$ cat src/core/adcseq_pkg.sv
// Package with register map, field layout and timing constants of the conversion sequencer.
package adcseq_pkg;

  // Register word addresses on the Avalon-MM word bus.
  localparam logic [2:0] ADDR_CTRL0   = 3'h0;
  localparam logic [2:0] ADDR_CTRL1   = 3'h1;
  localparam logic [2:0] ADDR_RESHIGH = 3'h2;
  localparam logic [2:0] ADDR_RESLOW  = 3'h3;
  localparam logic [2:0] ADDR_STATUS  = 3'h4;

  // Control register 0 field positions.
  localparam int CTRL0_ENABLE_BIT = 7;
  localparam int CTRL0_REFLOW_BIT = 6;
  localparam int CTRL0_REFOUT_BIT = 5;
  localparam int CTRL0_CONTINUOUS_MODE_BIT   = 4;
  localparam int CTRL0_CHAN_LSB   = 0;
  // Control register 1 field positions.
  localparam int CTRL1_REFHIGH_BIT = 7;
  localparam int CTRL1_MODE_LSB    = 0;
  // Status register field positions.
  localparam int STAT_POWERED_BIT = 0;
  localparam int STAT_BUSY_BIT    = 1;

  // Reset values.
  localparam logic [7:0] CTRL0_RESET = 8'h00;
  localparam logic [7:0] CTRL1_RESET = 8'h00;

  // Channel code that shorts the differential inputs together.
  localparam logic [3:0] CHAN_OFFSET_CAL = 4'hF;

  // Timing in system clock cycles at 20 MHz.
  localparam int IDLE_POWERDOWN_CYC = 160;
  localparam int POWERUP_CYC        = 40;
  localparam int FIRST_CONV_CYC     = 5129;
  localparam int CONTINUOUS_MODE_CONV_CYC      = 256;
  localparam int CNT_W              = 13;

  localparam logic [CNT_W-1:0] IDLE_LAST    = CNT_W'(IDLE_POWERDOWN_CYC - 1);
  localparam logic [CNT_W-1:0] POWERUP_LAST = CNT_W'(POWERUP_CYC - 1);
  localparam logic [CNT_W-1:0] CONTINUOUS_MODE_LAST    = CNT_W'(CONTINUOUS_MODE_CONV_CYC - 1);
  localparam logic [CNT_W-1:0] CNT_ZERO     = '0;
  localparam logic [CNT_W-1:0] CNT_ONE      = CNT_W'(1);

  // Sequencer states.
  typedef enum logic [1:0] {
    ST_IDLE,
    ST_POWERUP,
    ST_CONVERT
  } adcseq_state_t;

  // Analog-side configuration carried as one group.
  typedef struct packed {
    logic [3:0] channelSelect;
    logic [2:0] inputModeSelect;
    logic       refLevelHighBit;
    logic       refLevelLowBit;
    logic       refPinOutputEnable;
    logic       offsetShort;
    logic       powerOn;
  } adcseq_analog_t;

  // Whole state of the sequencer.
  typedef struct packed {
    adcseq_state_t   state;
    logic [CNT_W-1:0] cnt;
    logic            powered;
    logic            firstDone;
    logic            convEnable;
    logic            continuousMode;
    logic            refLevelLowBit;
    logic            refPinOutputEnable;
    logic [3:0]      channelSelect;
    logic [2:0]      inputModeSelect;
    logic            refLevelHighBit;
    logic [7:0]      resultHighByte;
    logic [7:0]      resultLowByte;
    logic            irqPulse;
    logic            readValid;
    logic [31:0]     readData;
  } adcseq_regs_t;

endpackage

$ cat src/core/adcseq_sequencer.sv
// Conversion sequencer for a sigma-delta converter with an Avalon-MM register slave.
module adcseq_sequencer
  import adcseq_pkg::*;
(
  // Clock and reset.
  input  wire logic        mclk,
  input  wire logic        rstn,
  // Avalon-MM slave.
  input  wire logic [2:0]  address,
  input  wire logic        read,
  input  wire logic        write,
  input  wire logic [31:0] writedata,
  output logic [31:0]      readdata,
  output logic             waitrequest,
  // Modulator side.
  input  wire logic [12:0] modResult,
  input  wire logic        modOverflow,
  output adcseq_analog_t   analogCtrl,
  // Interrupt controller.
  output logic             convDoneIrq
);

  adcseq_regs_t r_reg;
  adcseq_regs_t r_next;

  logic wrCtrl0;
  logic wrCtrl1;
  logic startReq;
  logic lastCycle;

  // Decode a write that lands this cycle; the slave answers reads one cycle later.
  assign wrCtrl0  = write && (address == ADDR_CTRL0);
  assign wrCtrl1  = write && (address == ADDR_CTRL1);
  assign startReq = wrCtrl0 && writedata[CTRL0_ENABLE_BIT];

  // Writes complete at once; a read waits until its data register is loaded.
  assign waitrequest = read && !r_reg.readValid;
  assign readdata    = r_reg.readData;
  assign convDoneIrq = r_reg.irqPulse;

  // Analog outputs come straight from state flip-flops, except offsetShort, which is decoded from channelSelect.
  always_comb begin
    analogCtrl.channelSelect      = r_reg.channelSelect;
    analogCtrl.inputModeSelect    = r_reg.inputModeSelect;
    analogCtrl.refLevelHighBit    = r_reg.refLevelHighBit;
    analogCtrl.refLevelLowBit     = r_reg.refLevelLowBit;
    analogCtrl.refPinOutputEnable = r_reg.refPinOutputEnable;
    analogCtrl.offsetShort        = (r_reg.channelSelect == CHAN_OFFSET_CAL);
    analogCtrl.powerOn            = r_reg.powered;
  end

  assign lastCycle = (r_reg.cnt == CNT_ONE);

  // Next-state logic for the whole block.
  always_comb begin
    r_next          = r_reg;
    r_next.irqPulse = 1'b0;

    // Register writes; the enable bit only ever sets by software.
    if (wrCtrl0) begin
      r_next.refLevelLowBit     = writedata[CTRL0_REFLOW_BIT];
      r_next.refPinOutputEnable = writedata[CTRL0_REFOUT_BIT];
      r_next.continuousMode     = writedata[CTRL0_CONTINUOUS_MODE_BIT];
      r_next.channelSelect      = writedata[CTRL0_CHAN_LSB +: 4];
    end
    if (wrCtrl1) begin
      r_next.refLevelHighBit = writedata[CTRL1_REFHIGH_BIT];
      r_next.inputModeSelect = writedata[CTRL1_MODE_LSB +: 3];
    end

    // Sequencer.
    unique case (r_reg.state)
      ST_IDLE: begin
        if (startReq) begin
          r_next.convEnable = 1'b1;
          r_next.firstDone  = 1'b0;
          if (r_reg.powered) begin
            r_next.state = ST_CONVERT;
            r_next.cnt   = CNT_W'(FIRST_CONV_CYC);
          end else begin
            r_next.powered = 1'b1;
            r_next.state   = ST_POWERUP;
            r_next.cnt     = CNT_W'(POWERUP_CYC);
          end
        end else if (r_reg.powered) begin
          // Idle count up; powerdown after the last idle cycle.
          if (r_reg.cnt == IDLE_LAST) begin
            r_next.powered = 1'b0;
            r_next.cnt     = CNT_ZERO;
          end else begin
            r_next.cnt = r_reg.cnt + CNT_ONE;
          end
        end
      end
      ST_POWERUP: begin
        if (startReq) begin
          r_next.cnt = CNT_W'(POWERUP_CYC);
        end else if (lastCycle) begin
          r_next.state = ST_CONVERT;
          r_next.cnt   = CNT_W'(FIRST_CONV_CYC);
        end else begin
          r_next.cnt = r_reg.cnt - CNT_ONE;
        end
      end
      ST_CONVERT: begin
        if (startReq) begin
          // Restart throws away the running conversion.
          r_next.convEnable = 1'b1;
          r_next.firstDone  = 1'b0;
          r_next.cnt        = CNT_W'(FIRST_CONV_CYC);
        end else if (r_reg.firstDone && !r_reg.continuousMode) begin
          // Stopping drops the partial result, so no new interrupt appears.
          r_next.state = ST_IDLE;
          r_next.cnt   = CNT_ZERO;
        end else if (lastCycle) begin
          // Both bytes and the request move in one edge.
          r_next.resultHighByte = modResult[12:5];
          r_next.resultLowByte  = {modResult[4:0], 2'b00, modOverflow};
          r_next.irqPulse       = 1'b1;
          r_next.convEnable     = 1'b0;
          r_next.firstDone      = 1'b1;
          if (r_reg.continuousMode) begin
            r_next.cnt = CNT_W'(CONTINUOUS_MODE_CONV_CYC);
          end else begin
            r_next.state = ST_IDLE;
            r_next.cnt   = CNT_ZERO;
          end
        end else begin
          r_next.cnt = r_reg.cnt - CNT_ONE;
        end
      end
    endcase

    // Read path: one cycle of wait, then data with waitrequest low.
    r_next.readValid = read && !r_reg.readValid;
    r_next.readData  = 32'h0000_0000;
    if (read && !r_reg.readValid) begin
      unique case (address)
        ADDR_CTRL0:   r_next.readData[7:0] = {r_reg.convEnable, r_reg.refLevelLowBit, r_reg.refPinOutputEnable,
                                              r_reg.continuousMode, r_reg.channelSelect};
        ADDR_CTRL1:   r_next.readData[7:0] = {r_reg.refLevelHighBit, 4'h0, r_reg.inputModeSelect};
        ADDR_RESHIGH: r_next.readData[7:0] = r_reg.resultHighByte;
        ADDR_RESLOW:  r_next.readData[7:0] = r_reg.resultLowByte;
        ADDR_STATUS: begin
          r_next.readData[STAT_POWERED_BIT] = r_reg.powered;
          r_next.readData[STAT_BUSY_BIT]    = (r_reg.state != ST_IDLE);
        end
        default:      r_next.readData = 32'h0000_0000;
      endcase
    end
  end

  // State register.
  always_ff @(posedge mclk or negedge rstn) begin
    if (!rstn) begin
      r_reg                    <= '0;
      r_reg.state              <= ST_IDLE;
      r_reg.refLevelLowBit     <= CTRL0_RESET[CTRL0_REFLOW_BIT];
      r_reg.refLevelHighBit    <= CTRL1_RESET[CTRL1_REFHIGH_BIT];
    end else begin
      r_reg <= r_next;
    end
  end

endmodule

$ cat config.mk
export PLATFORM = sky130hd
export DESIGN_NAME = adcseq_sequencer
export DESIGN_NICKNAME = d
export VERILOG_FILES = /design/src/core/adcseq_pkg.sv /design/src/core/adcseq_sequencer.sv
export SDC_FILE = /design/constraint.sdc
export NUM_CORES = 1
export LEC_CHECK = 0
export ABC_AREA = 1
export BUFFER_PORTS_ARGS = -buffer_cell sky130_fd_sc_hd__buf_2
export CORE_UTILIZATION = 48
export DETAILED_ROUTE_END_ITERATION = 8
export PLACE_DENSITY = 0.77
export SLEW_MARGIN = 10
export SYNTH_ARGS = -nofsm -noshare
export SYNTH_HDL_FRONTEND = slang
export SYNTH_SLANG_ARGS = --single-unit
export TNS_END_PERCENT = 30
$ cat constraint.sdc
create_clock -name mclk -period 1.6 [get_ports mclk]
set_input_delay 0.24 -clock mclk [delete_from_list [all_inputs] [get_ports mclk]]
set_output_delay 0.24 -clock mclk [all_outputs]
set_load 0.005 [all_outputs]
==> metrics <==
number of flops mapped to enable cells by yosys=0; initial DRC count=219; Cell Pwr Density=1454 mW/mm^2; IO Pins=99; VDD IR max=655.0 uV; Final min period=1602 ps; Layout fillers=651; setup slack after layout=-1.741 ps; sequential area share after synthesis=36.64%; core area=0.007253 mm^2; Initial Utilization=49.91%; count of final setup violators=1; die area=0.007893 mm^2; failing checks=negative setup slack; WHS=118.6 ps; top post-synthesis cells by area=dfrtp_1, nand2_1, buf_4; worst min path class=in -> reg; top-count cell post-synth=nand2_1; gr usage total=23.20%; DRT Pass-1 Iters=7; Post-synth top cells=nand2_1, dfrtp_1, buf_4; post-synthesis compound-gate area fraction=8.261%; WL met3=377 um; Core Util, Final=59.58%; largest net degree at the start of global routing=35; first-pass GRT wire length=14,080 um; met2 wire length=4109 um; clock sinks=53; WL met1=4061 um; Top Layer Used=met4; Ant. Diodes=0; slowest CP cell=dfrtp_1; skew final=4.777 ps; total CTS buffers=5; Yosys cell types=36; Synthesis Warnings=0; Via Count=3,400; Gate power share=55.7%; total internal power=3.454 mW; Post-DRT Antenna Nets=0; unrepaired setup endpoints after global routing=yes; slew margin rel.=66.45%; crit-path cells=ha_2, nand2_2, inv_2, nand2_2, nor2_2, nand2_2, nand2_4, nor2_4, nand3_2, nand2_2, nand2_1, nand2_1; Max Cap Viol=0; initial antenna violation count=0; Critical Path End Type=flip-flop; Arr. time, crit path=1870 ps; H-tree depth=2; top cell type's share of synthesized area=36.64%; Slew @ Worst Pin=503.2 ps; adder-cell share of the synthesized area=2.074%; mean post-synth cell area=7.196 um^2; final WL=8776 um; Routed WL per cell=12.92 um; simple-gate share of the synthesized area=34.60%; Worst EP required=1860 ps; critical path fanouts, max=5; sequential power share=31.9%; setup TNS=-1.741 ps; RePlAce Congestion=0.9172; Die X=88.84 um; main combinational cell family by area after synthesis=simple AND/OR/NAND/NOR gates; # port buffers=50; Pins Over Slew Limit=0; Yosys reg bits=53; share of cells above drive strength 1=29.83%; Sw Pwr=2.829 mW; dpl hpwl=6553 um; nets=639; CP Launch Type=flip-flop; mux cell area share after synthesis=0.9333%; Yosys top cell by area=dfrtp_1; Die H=88.84 um; clock-pin slew on the worst setup and hold paths=100 ps; TritonCTS clock tree=done; clk_lat worst skew=320 ps; period utilization=100.1%; Switching Share=45.03%; via density per instance=5.007; Critical Path Max Stage Delay=420 ps; most used cell, CP=nand2_2; GRT overflow=0; number of global-route vias before repair=3,008; maximum clock path buffer count=2; synthesized cell area=0.003620 mm^2; DRC errors left=0; Leak Pwr=2.353 nW; WS Path Type=reg -> reg; ys async rst share=100.0%; top_reg_cell synth=dfrtp_1; max reg flops=33; clock group share of total power=12.4%; CTS Root Cell=clkbuf_8; Final Hold Fails=0; xor/xnor cell area share of the yosys netlist=0.4839%; Cells after Synth=503; status=complete, but fails checks; num rows=31; max frequency=0.6243 GHz; area grow syn2layout=19.39%
[final timing paths]
| path | slack, ps | depth (start not counted) | startpoint | to |
|---|---|---|---|---|
| min | 120 | 3 | modResult[2] | r_reg[39] |
| min in group asynchronous | 410 | 2 | rstn | r_reg[70] |
| max in group asynchronous | 640 | 3 | rstn | analogCtrl[5] |
| max reg2reg | -2 | 12 | r_reg[65] | r_reg[70] |
| min reg2reg | 460 | 1 | r_reg[32] | r_reg[32] |
| max | -2 | 12 | r_reg[65] | r_reg[70] |
[critical path: cells and delay by family, from the launching register on]
family | cells | cell delay [ps]
adder cells (fa/ha/maj) | 1 | 200
buffers and inverters | 1 | 40
flip-flops | 1 | 420
AND/OR/NAND/NOR | 10 | 870
[cells by family (layout without fill, tap and decap cells)]
logic type	after synthesis	after routing
buffers and inverters	104	158
AOI/OAI and AO/OA	53	53
other	1	24
and+or+nand+nor	281	281
DFF	53	53
xor gates and xnor gates	2	2
adders and majority gates	6	6
muxes	3	3
[layout by cell type, fill, tap and decap left out, types with 2 or more instances in the layout]
cell / instances
a22oi_1: 2
nand2_1: 175
dfrtp_2: 3
nand4_4: 2
inv_2: 6
nor2_1: 28
buf_6: 3
a31oi_1: 3
nand2_4: 4
buf_2: 50
nand2_2: 11
ha_1: 5
xor2_1: 2
inv_1: 40
clkbuf_8: 5
buf_4: 47
o21ai_0: 16
buf_12: 2
nand3_2: 10
mux2_2: 3
a21oi_1: 12
nand3_1: 23
nand4_1: 8
nor2_2: 7
nor2_4: 9
nand3b_1: 2
dfrtp_1: 50
o211ai_1: 3
conb_1: 24
o21ai_1: 8
a21oi_2: 5
[repair_timing]
action / CTS / global route
hold buffers: 1 / 0
setup endpoints to repair: 13 / 30
pin swaps: 1 / 12
setup buffers: 4 / 1
resized for setup: 6 / 40
cloned: 0 / 1
hold endpoints to repair: 19 / 0
[per-layer routing]
layer	vias to the layer above	track usage, %
met5	-	0
met4	0	8.651
met3	23	3.078
met2	119	36.64
met1	1577	32.48
li1	1681	-
[layout make-up]
class | count | area, um^2 | share of cell area [%]
Multi-Input combinational cell | 369 | 1892 | 43.78
Inverter | 47 | 178.9 | 4.140
Clock inverter | 2 | 16.27 | 0.3764
Tap cell | 99 | 123.9 | 2.866
Timing Repair Buffer | 104 | 711.9 | 16.47
Clock buffer | 5 | 68.82 | 1.592
Sequential cell | 53 | 1330 | 30.78
[power by group through the flow]
stage	Clock (mW)	Sequential, mW	Combinational, mW
global route	0.830	2.05	3.89
detailed placement	0	2.02	3.09
floorplan	0	1.92	2.24
finish	0.781	2.01	3.50
global placement	0	2.00	3.04
CTS	0.800	1.99	3.22
[metrics by stage]
stage	power [mW]	worst slack [ps]	cell area (um^2)	instances
after global placement	5.042	-103.6	4023	665
after floorplan	4.165	30.58	3706	526
after detailed placement	5.113	-143.9	4023	665
after CTS	6.006	-20.77	4175	677
final	6.283	-1.741	4322	679
after global routing	6.772	-114.7	4322	679
(Power assumes the default switching activity.)
